==> src/pkg/flash_erase_pkg.sv <==
/*
 * Shared constants, types and decoding for the serial flash erase link.
 * Assumes both ends compile this package first.
 */
package flash_erase_pkg;
    localparam logic [7:0] CMD_WRITE_ENABLE = 8'h06;
    localparam logic [7:0] CMD_HALF_BLOCK_ERASE = 8'h52;
    localparam logic [7:0] CMD_HALF_BLOCK_ERASE_WIDE = 8'h53;
    localparam logic [7:0] CMD_BLOCK_ERASE = 8'hD8;
    localparam logic [7:0] CMD_BLOCK_ERASE_WIDE = 8'hDC;
    localparam logic [7:0] CMD_CHIP_ERASE_A = 8'h60;
    localparam logic [7:0] CMD_CHIP_ERASE_B = 8'hC7;
    localparam logic [5:0] OPCODE_BITS = 6'h08;
    localparam logic [5:0] ADDR_NARROW_BITS = 6'h18;
    localparam logic [5:0] ADDR_WIDE_BITS = 6'h20;
    localparam int HALF_SEL_BIT = 15;
    localparam int BLOCK_LSB = 16;
    localparam int STAT_WIP = 0;
    localparam int STAT_WEL = 1;
    localparam logic [7:0] REG_CMD = 8'h00;
    localparam logic [7:0] REG_ADDR = 8'h04;
    localparam logic [7:0] REG_CFG = 8'h08;
    localparam logic [7:0] REG_STATUS = 8'h0C;
    localparam logic [7:0] REG_INT_STAT = 8'h10;
    localparam logic [7:0] REG_INT_MASK = 8'h14;
    localparam int CFG_WIDE = 0;
    localparam int CFG_QUAD = 1;
    localparam int INT_DONE = 0;
    localparam logic [1:0] RESP_OKAY = 2'h0;
    localparam logic [1:0] RESP_SLVERR = 2'h2;
    typedef enum logic [1:0] {
        OP_IDLE = 2'b00,
        OP_PREPROGRAM = 2'b01,
        OP_ERASE = 2'b10
    } array_op_type;
    typedef enum logic [1:0] {
        LS_IDLE = 2'b00,
        LS_LOW = 2'b01,
        LS_HIGH = 2'b10,
        LS_GAP = 2'b11
    } link_state_type;

    // address bits that follow an opcode
    function automatic logic [5:0] cmd_addr_bits(input logic [7:0] opc, input logic wide);
        logic [5:0] bits;
        bits = 6'h00;
        if (opc == CMD_HALF_BLOCK_ERASE || opc == CMD_BLOCK_ERASE) begin
            bits = wide ? ADDR_WIDE_BITS : ADDR_NARROW_BITS;
        end else if (opc == CMD_HALF_BLOCK_ERASE_WIDE || opc == CMD_BLOCK_ERASE_WIDE) begin
            bits = ADDR_WIDE_BITS;
        end
        return bits;
    endfunction : cmd_addr_bits
endpackage : flash_erase_pkg

==> src/pkg/flash_link_if.sv <==
/*
 * Serial flash link between host controller and flash device.
 * Assumes the bench joins the two modports; data lines are host driven here.
 */
`timescale 1ns/1ps
interface flash_link_if;
    logic sclk;
    logic cs_n;
    logic [3:0] io;
    logic [3:0] io_oe;
    modport host (output sclk, output cs_n, output io, output io_oe);
    modport device (input sclk, input cs_n, input io, input io_oe);
endinterface : flash_link_if

==> src/design/flash_erase_host.sv <==
/*
 * Host controller end: AXI4-Lite register slave that sends write-enable
 * and erase frames over the serial link, single or quad, msb first.
 * Assumes the device samples the link through its own synchronisers.
 */
// Added by the designer: the register addresses and register access over AXI4-Lite.
`timescale 1ns/1ps
module flash_erase_host
    import flash_erase_pkg::*;
#(
    parameter int HALF_DIV = 10
) (
    input wire logic aclk,
    input wire logic aresetn,
    input wire logic [7:0] s_axi_awaddr,
    input wire logic s_axi_awvalid,
    output logic s_axi_awready,
    input wire logic [31:0] s_axi_wdata,
    input wire logic [3:0] s_axi_wstrb,
    input wire logic s_axi_wvalid,
    output logic s_axi_wready,
    output logic [1:0] s_axi_bresp,
    output logic s_axi_bvalid,
    input wire logic s_axi_bready,
    input wire logic [7:0] s_axi_araddr,
    input wire logic s_axi_arvalid,
    output logic s_axi_arready,
    output logic [31:0] s_axi_rdata,
    output logic [1:0] s_axi_rresp,
    output logic s_axi_rvalid,
    input wire logic s_axi_rready,
    output logic irq,
    flash_link_if.host link
);
    localparam int DW = $clog2(HALF_DIV + 1);

    logic aw_hold_q, w_hold_q, bvalid_q, rvalid_q;
    logic [7:0] awaddr_q;
    logic [31:0] wdata_q, rdata_q;
    logic [3:0] wstrb_q;
    logic [1:0] bresp_q, rresp_q;
    logic [7:0] opc_q;
    logic [31:0] addr_q;
    logic [1:0] cfg_q;
    logic int_stat_q, int_mask_q;
    link_state_type state_q;
    logic [DW-1:0] div_q;
    logic [39:0] shift_q;
    logic [5:0] edges_q;
    logic quad_q, sclk_q, cs_n_q;

    function automatic logic [31:0] merge(input logic [31:0] old, input logic [31:0] val,
                                          input logic [3:0] strb);
        logic [31:0] res;
        res = old;
        for (int i = 0; i < 4; i++) begin
            if (strb[i]) begin
                res[8*i +: 8] = val[8*i +: 8];
            end
        end
        return res;
    endfunction : merge

    wire busy = (state_q != LS_IDLE);
    wire do_write = aw_hold_q && w_hold_q && !bvalid_q;
    wire [31:0] wmerged = merge(32'h0, wdata_q, wstrb_q);
    wire wr_cmd = do_write && (awaddr_q == REG_CMD);
    wire wr_addr = do_write && (awaddr_q == REG_ADDR);
    wire wr_cfg = do_write && (awaddr_q == REG_CFG);
    wire wr_istat = do_write && (awaddr_q == REG_INT_STAT);
    wire wr_imask = do_write && (awaddr_q == REG_INT_MASK);
    wire wr_ok = wr_cmd || wr_addr || wr_cfg || wr_istat || wr_imask;
    wire s_axi_wstrb_ok = wstrb_q[0];
    wire launch = wr_cmd && !busy && s_axi_wstrb_ok;
    wire ar_take = s_axi_arvalid && !rvalid_q;
    wire rd_ok = (s_axi_araddr <= REG_INT_MASK) && (s_axi_araddr[1:0] == 2'b00);
    wire [31:0] rd_mux = (s_axi_araddr == REG_CMD) ? {24'h0, opc_q} :
        (s_axi_araddr == REG_ADDR) ? addr_q :
        (s_axi_araddr == REG_CFG) ? {30'h0, cfg_q} :
        (s_axi_araddr == REG_STATUS) ? {31'h0, busy} :
        (s_axi_araddr == REG_INT_STAT) ? {31'h0, int_stat_q} :
        (s_axi_araddr == REG_INT_MASK) ? {31'h0, int_mask_q} : 32'h0;

    // frame built from opcode and address length
    wire [7:0] new_opc = wmerged[7:0];
    wire [5:0] abits = cmd_addr_bits(new_opc, cfg_q[CFG_WIDE]);
    wire [5:0] fbits = OPCODE_BITS + abits;
    wire [39:0] frame = (abits == ADDR_WIDE_BITS) ? {new_opc, addr_q} :
        (abits == ADDR_NARROW_BITS) ? {new_opc, addr_q[23:0], 8'h00} : {new_opc, 32'h0};
    wire tick = busy && (div_q == DW'(HALF_DIV - 1));
    wire frame_done = tick && (state_q == LS_GAP);

    assign s_axi_awready = !aw_hold_q && !bvalid_q;
    assign s_axi_wready = !w_hold_q && !bvalid_q;
    assign s_axi_arready = !rvalid_q;

    always_ff @(posedge aclk) begin
        if (!aresetn) begin
            aw_hold_q <= 1'b0;
            w_hold_q <= 1'b0;
            bvalid_q <= 1'b0;
            awaddr_q <= 8'h00;
            wdata_q <= 32'h0;
            wstrb_q <= 4'h0;
            bresp_q <= RESP_OKAY;
        end else begin
            if (s_axi_awvalid && s_axi_awready) begin
                aw_hold_q <= 1'b1;
                awaddr_q <= s_axi_awaddr;
            end
            if (s_axi_wvalid && s_axi_wready) begin
                w_hold_q <= 1'b1;
                wdata_q <= s_axi_wdata;
                wstrb_q <= s_axi_wstrb;
            end
            if (do_write) begin
                aw_hold_q <= 1'b0;
                w_hold_q <= 1'b0;
                bvalid_q <= 1'b1;
                bresp_q <= wr_ok ? RESP_OKAY : RESP_SLVERR;
            end else if (s_axi_bready) begin
                bvalid_q <= 1'b0;
            end
        end
    end

    always_ff @(posedge aclk) begin
        if (!aresetn) begin
            rvalid_q <= 1'b0;
            rdata_q <= 32'h0;
            rresp_q <= RESP_OKAY;
        end else if (ar_take) begin
            rvalid_q <= 1'b1;
            rdata_q <= rd_mux;
            rresp_q <= rd_ok ? RESP_OKAY : RESP_SLVERR;
        end else if (s_axi_rready) begin
            rvalid_q <= 1'b0;
        end
    end

    always_ff @(posedge aclk) begin
        if (!aresetn) begin
            addr_q <= 32'h0;
            cfg_q <= 2'b00;
            int_stat_q <= 1'b0;
            int_mask_q <= 1'b0;
        end else begin
            if (wr_addr) begin
                addr_q <= merge(addr_q, wdata_q, wstrb_q);
            end
            if (wr_cfg && wstrb_q[0]) begin
                cfg_q <= wdata_q[1:0];
            end
            if (wr_imask && wstrb_q[0]) begin
                int_mask_q <= wdata_q[INT_DONE];
            end
            // set wins over write-one-to-clear
            int_stat_q <= frame_done | (int_stat_q & ~(wr_istat & wstrb_q[0] & wdata_q[INT_DONE]));
        end
    end

    // link engine
    always_ff @(posedge aclk) begin
        if (!aresetn) begin
            state_q <= LS_IDLE;
            div_q <= '0;
            shift_q <= 40'h0;
            edges_q <= 6'h00;
            opc_q <= 8'h00;
            quad_q <= 1'b0;
            sclk_q <= 1'b0;
            cs_n_q <= 1'b1;
        end else if (launch) begin
            opc_q <= new_opc;
            shift_q <= frame;
            quad_q <= cfg_q[CFG_QUAD];
            edges_q <= cfg_q[CFG_QUAD] ? {2'b00, fbits[5:2]} : fbits;
            cs_n_q <= 1'b0;
            div_q <= '0;
            state_q <= LS_LOW;
        end else if (tick) begin
            div_q <= '0;
            unique case (state_q)
                LS_LOW: begin
                    sclk_q <= 1'b1;
                    state_q <= LS_HIGH;
                end
                LS_HIGH: begin
                    sclk_q <= 1'b0;
                    edges_q <= edges_q - 6'h01;
                    shift_q <= quad_q ? {shift_q[35:0], 4'h0} : {shift_q[38:0], 1'b0};
                    if (edges_q == 6'h01) begin
                        cs_n_q <= 1'b1;
                        state_q <= LS_GAP;
                    end else begin
                        state_q <= LS_LOW;
                    end
                end
                LS_GAP: begin
                    state_q <= LS_IDLE;
                end
                LS_IDLE: begin
                    state_q <= LS_IDLE;
                end
            endcase
        end else if (busy) begin
            div_q <= div_q + 1'b1;
        end
    end

    assign s_axi_bvalid = bvalid_q;
    assign s_axi_bresp = bresp_q;
    assign s_axi_rvalid = rvalid_q;
    assign s_axi_rdata = rdata_q;
    assign s_axi_rresp = rresp_q;
    assign irq = int_stat_q & int_mask_q;
    assign link.sclk = sclk_q;
    assign link.cs_n = cs_n_q;
    assign link.io = quad_q ? shift_q[39:36] : {3'b000, shift_q[39]};
    assign link.io_oe = cs_n_q ? 4'h0 : (quad_q ? 4'hF : 4'h1);
endmodule : flash_erase_host

==> src/flat_wrapper.sv <==
// flat-port wrapper written by rule: the top's interface ports become plain ports
module flash_erase_host_flat import flash_erase_pkg::*;
#(
    parameter int HALF_DIV = 10
)
  (aclk, aresetn, s_axi_awaddr, s_axi_awvalid, s_axi_awready, s_axi_wdata, s_axi_wstrb, s_axi_wvalid, s_axi_wready, s_axi_bresp, s_axi_bvalid, s_axi_bready, s_axi_araddr, s_axi_arvalid, s_axi_arready, s_axi_rdata, s_axi_rresp, s_axi_rvalid, s_axi_rready, irq, link_sclk, link_cs_n, link_io, link_io_oe);
  flash_link_if link_i ();
  input wire logic aclk;
  input wire logic aresetn;
  input wire logic [7:0] s_axi_awaddr;
  input wire logic s_axi_awvalid;
  output logic s_axi_awready;
  input wire logic [31:0] s_axi_wdata;
  input wire logic [3:0] s_axi_wstrb;
  input wire logic s_axi_wvalid;
  output logic s_axi_wready;
  output logic [1:0] s_axi_bresp;
  output logic s_axi_bvalid;
  input wire logic s_axi_bready;
  input wire logic [7:0] s_axi_araddr;
  input wire logic s_axi_arvalid;
  output logic s_axi_arready;
  output logic [31:0] s_axi_rdata;
  output logic [1:0] s_axi_rresp;
  output logic s_axi_rvalid;
  input wire logic s_axi_rready;
  output logic irq;
  output wire logic [$bits(link_i.sclk)-1:0] link_sclk;
  output wire logic [$bits(link_i.cs_n)-1:0] link_cs_n;
  output wire logic [$bits(link_i.io)-1:0] link_io;
  output wire logic [$bits(link_i.io_oe)-1:0] link_io_oe;
  assign link_sclk = link_i.sclk;
  assign link_cs_n = link_i.cs_n;
  assign link_io = link_i.io;
  assign link_io_oe = link_i.io_oe;
  flash_erase_host #(.HALF_DIV(HALF_DIV)) u_core (.aclk(aclk), .aresetn(aresetn), .s_axi_awaddr(s_axi_awaddr), .s_axi_awvalid(s_axi_awvalid), .s_axi_awready(s_axi_awready), .s_axi_wdata(s_axi_wdata), .s_axi_wstrb(s_axi_wstrb), .s_axi_wvalid(s_axi_wvalid), .s_axi_wready(s_axi_wready), .s_axi_bresp(s_axi_bresp), .s_axi_bvalid(s_axi_bvalid), .s_axi_bready(s_axi_bready), .s_axi_araddr(s_axi_araddr), .s_axi_arvalid(s_axi_arvalid), .s_axi_arready(s_axi_arready), .s_axi_rdata(s_axi_rdata), .s_axi_rresp(s_axi_rresp), .s_axi_rvalid(s_axi_rvalid), .s_axi_rready(s_axi_rready), .irq(irq), .link(link_i));
endmodule
==> config.mk <==
export PLATFORM = sky130hd
export DESIGN_NAME = flash_erase_host_flat
export DESIGN_NICKNAME = d
export VERILOG_FILES = /design/src/pkg/flash_erase_pkg.sv /design/src/pkg/flash_link_if.sv /design/src/design/flash_erase_host.sv /design/src/flat_wrapper.sv
export SDC_FILE = /design/constraint.sdc
export NUM_CORES = 1
export LEC_CHECK = 0
export BUFFER_PORTS_ARGS = -buffer_cell sky130_fd_sc_hd__buf_2
export CAP_MARGIN = 25
export CORE_MARGIN = 5
export CORE_UTILIZATION = 49
export CTS_CLUSTER_SIZE = 24
export DETAILED_ROUTE_END_ITERATION = 10
export HOLD_SLACK_MARGIN = 0.08
export PLACE_DENSITY_LB_ADDON = 0.3
export RECOVER_POWER = 25
export SLEW_MARGIN = 20
export SYNTH_ARGS = -nofsm -noshare
export SYNTH_HDL_FRONTEND = slang
export SYNTH_SLANG_ARGS = --single-unit
==> constraint.sdc <==
create_clock -name aclk -period 3.35 [get_ports aclk]
set_input_delay 0.8375 -clock aclk [delete_from_list [all_inputs] [get_ports aclk]]
set_output_delay 0.8375 -clock aclk [all_outputs]
set_load 0.01 [all_outputs]
==> flow_summary.yaml <==
drt:
  num_vias: 6928
  post_drt_via_cell_ratio: 5.47
  wl_final_mm: 19.8
  drt-wirelength-per-cell_um: 15.6
  drt_pass1_iterations: 5
  drt_iter0_markers: 450
  postRouteAntennaNets: 0
  drcViolationCount: 0
global_routing:
  grt_antenna_before_repair: 0
  grt.total_usage_pct: 21.5
  grt_pass1_vias: 6294
  grt_max_degree: 89
  grt_overflow_total: 0
  grt_pass1_wl_mm: 32.1
critical_path:
  critical_path.startpoint_type: "input pin"
  startpoint: "aresetn"
  end_kind: "flop"
  reg2reg_from: "u_core.state_q[1]"
  maximum_net_fanout_on_the_critical_path: 69
  timing_worst_setup_path_type: "in -> reg"
  cp_data_required_time_ps: 3720
  r2r_slack_ps: 890
  crit_arrival_ps: 2900
timing:
  hold_viol: 0
  layout_worst_path_cycle_share_pct: 75.7
  fin_worst_skew_ps: 12.5
  worst_slew_margin_rel_pct: 31.3
  setup_repair_after_global_routing_missed_its_margin: "false"
  hold_ws_ps: 456
  fin_tns_setup_ps: 0
  max_slew.worst_pin.slew_ps: 1030
  post-route-min-period_ps: 2540
  slew_violations: 0
  fmaxAchievable_mhz: 394
  postLayoutSetupSlackWorst_ps: 814
  report.final.setup_viol: 0
place:
  pre_cts_ws_ps: 938
  port_buffers: 108
  dp_hpwl_mm: 13.6
  globalplace.congestion: 0.847
  placed_cells: 1235
die:
  start_util_pct: 49.8
  die_w_um: 137
  num_io_pins: 111
  core_region_area_mm2: 0.0158
  die_area_mm2: 0.0187
  die_h_um: 137
  placementRows: 46
clock_tree:
  clk_root_buffer_cell: "clkbuf_16"
  cts.repair_timing.setup_buffer_count: 0
  cts_inserted_buffers: 17
  tritoncts: "yes"
  post_cts_resized: 0
  worst_skew_pair.late_latency_ps: 430
  number_of_buffers_on_the_longest_clock_path: 2
  holdBufCountCts: 0
  clk_transition_reported_paths_ps: 70
  cts_sinks: 181
  htreeDepth: 4
logic_synthesis:
  synth-seq-cells: 181
  yosys.cell_types.count: 52
  syn_area_per_cell_um2: 8.12
  postSynth.topFlopCell: "dfxtp_1"
  asyncSetResetFlopFracSynth_pct: 0
  ys_seq_area_share_pct: 45.9
  synth-edff-count: 0
  synthesis.instances: 971
  yosys_warnings: 0
  synth_area_mm2: 0.00789
outcome:
  result_of_the_run: "finished clean"
hold_path:
  timing.hold.worst.class: "reg -> reg"
  worst_hold_startpoint: "u_core.wdata_q[23]"
cells_and_area:
  n_antenna_cell: 0
  area.growth.synth_to_final_pct: 14.2
  final_cells: 1267
  fillCellCount: 1476
  finalCoreUtilization_pct: 56.9
  final_net_count: 1105
  final_layout_size_suffix_gt1_share_pct: 12.7
power:
  leakagePower_nw: 3.17
  power.ir.vdd_worst_v: 0.000380
  powerDensity_mw_per_mm2: 499
run:
  maximum_capacitance_violations: 0
[worst max-delay path: stages]
cell      delay [ps]
clkbuf_1         740
inv_4            510
nor3_2           570
nand2_1          110
nand3_1           90
[through the flow]
step	total power, mW	instance area (um2)
final	4.50	9010
after global routing	4.67	9010
after CTS	4.52	9050
after detailed placement	2.51	8450
after global placement	2.51	8450
after floorplan	2.42	7890
[final cells by class]
cell class | count | area (um2) | share of cell area [%]
inverter | 13 | 51.3 | 0.569
timing repair buffer | 121 | 608 | 6.75
clock buffer | 18 | 439 | 4.87
sequential | 181 | 3620 | 40.2
clock inverter | 14 | 164 | 1.82
tap | 216 | 270 | 3.00
multi-input combinational | 704 | 3850 | 42.7
[cell usage after synthesis, types with 2 or more instances]
| cell | count | area [um2] |
|---|---|---|
| and2_1 | 6 | 37.5 |
| and3_1 | 3 | 18.8 |
| xnor2_1 | 4 | 35.0 |
| dfxtp_1 | 181 | 3620 |
| a211oi_1 | 3 | 22.5 |
| mux2i_1 | 46 | 460 |
| clkbuf_1 | 40 | 150 |
| ha_1 | 8 | 100 |
| nand2_1 | 202 | 758 |
| nor3b_1 | 3 | 22.5 |
| nand3_1 | 56 | 280 |
| nor4bb_1 | 2 | 20.0 |
| mux2_2 | 2 | 22.5 |
| buf_2 | 16 | 80.1 |
| nor3_1 | 4 | 20.0 |
| o21ai_0 | 16 | 80.1 |
| and3b_1 | 3 | 26.3 |
| a22oi_1 | 26 | 195 |
| a211o_1 | 8 | 70.1 |
| nor2_1 | 97 | 364 |
| nor4b_4 | 2 | 47.6 |
| nor4_1 | 3 | 18.8 |
| nand2b_1 | 4 | 25.0 |
| nor2b_1 | 6 | 37.5 |
| buf_4 | 9 | 67.6 |
| buf_6 | 5 | 56.3 |
| buf_1 | 4 | 15.0 |
| xor2_1 | 4 | 35.0 |
| inv_1 | 13 | 48.8 |
| o211ai_1 | 9 | 67.6 |
| a31oi_1 | 35 | 219 |
| and4b_1 | 3 | 30.0 |
| and4_1 | 2 | 17.5 |
| a21oi_1 | 128 | 641 |
[routing by layer]
metal	global-route usage (%)	up-vias	wire [um]
li1	-	3474	-
met1	31.7	3200	9430
met2	31.2	225	8910
met3	4.60	29	1120
met4	7.04	0	313
met5	0	-	0
[kinds of logic (layout without fill, tap and decap cells)]
kind of cell | after synthesis | count (layout) | share of synthesized area, %
AND/OR/NAND/NOR | 408 | 408 | 23.3
other | 1 | 2 | 0.0475
buffers and inverters | 87 | 166 | 5.30
multiplexers | 48 | 48 | 6.12
adder cells (fa/ha/maj) | 8 | 8 | 1.27
AO/OA/AOI/OAI | 230 | 230 | 17.1
flip-flops | 181 | 181 | 45.9
XOR/XNOR | 8 | 8 | 0.888
[state kept, by name, indices dropped and copies added, names as in the netlist, 2 cells and up]
name,flops
u_core.opc_q,8
u_core.div_q,4
u_core.cfg_q,2
u_core.wstrb_q,4
u_core.awaddr_q,8
u_core.edges_q,6
u_core.shift_q,40
u_core.state_q,2
u_core.wdata_q,32
u_core.addr_q,32
u_core.s_axi_rdata,32
[power breakdown]
group          total, mW  internal (mW)  switching, mW
combinational      0.225         0.0829          0.142
clock               2.04           1.14          0.894
sequential          2.24           2.19         0.0431
total               4.50           3.42           1.08
[layout by cell type, fill, tap and decap left out, types with 5 or more instances in the layout]
cell / count
nor2b_1: 6
and2_1: 6
ha_1: 8
a31oi_1: 35
clkbuf_1: 34
a21oi_1: 128
nor2_1: 97
inv_1: 12
o211ai_1: 9
a211o_1: 8
a22oi_1: 26
buf_4: 12
dfxtp_1: 180
nand3_1: 56
nand2_1: 202
clkbuf_16: 17
o21ai_0: 16
buf_2: 74
inv_6: 5
mux2i_1: 46
[final timing paths]
kind                             end  depth (start not counted)
setup / recovery  u_core.shift_q[14]                          5
hold / removal    u_core.wdata_q[23]                          2
setup reg to reg   u_core.edges_q[3]                          8
hold reg to reg   u_core.wdata_q[23]                          2
Power figures use the tool's default switching activity.
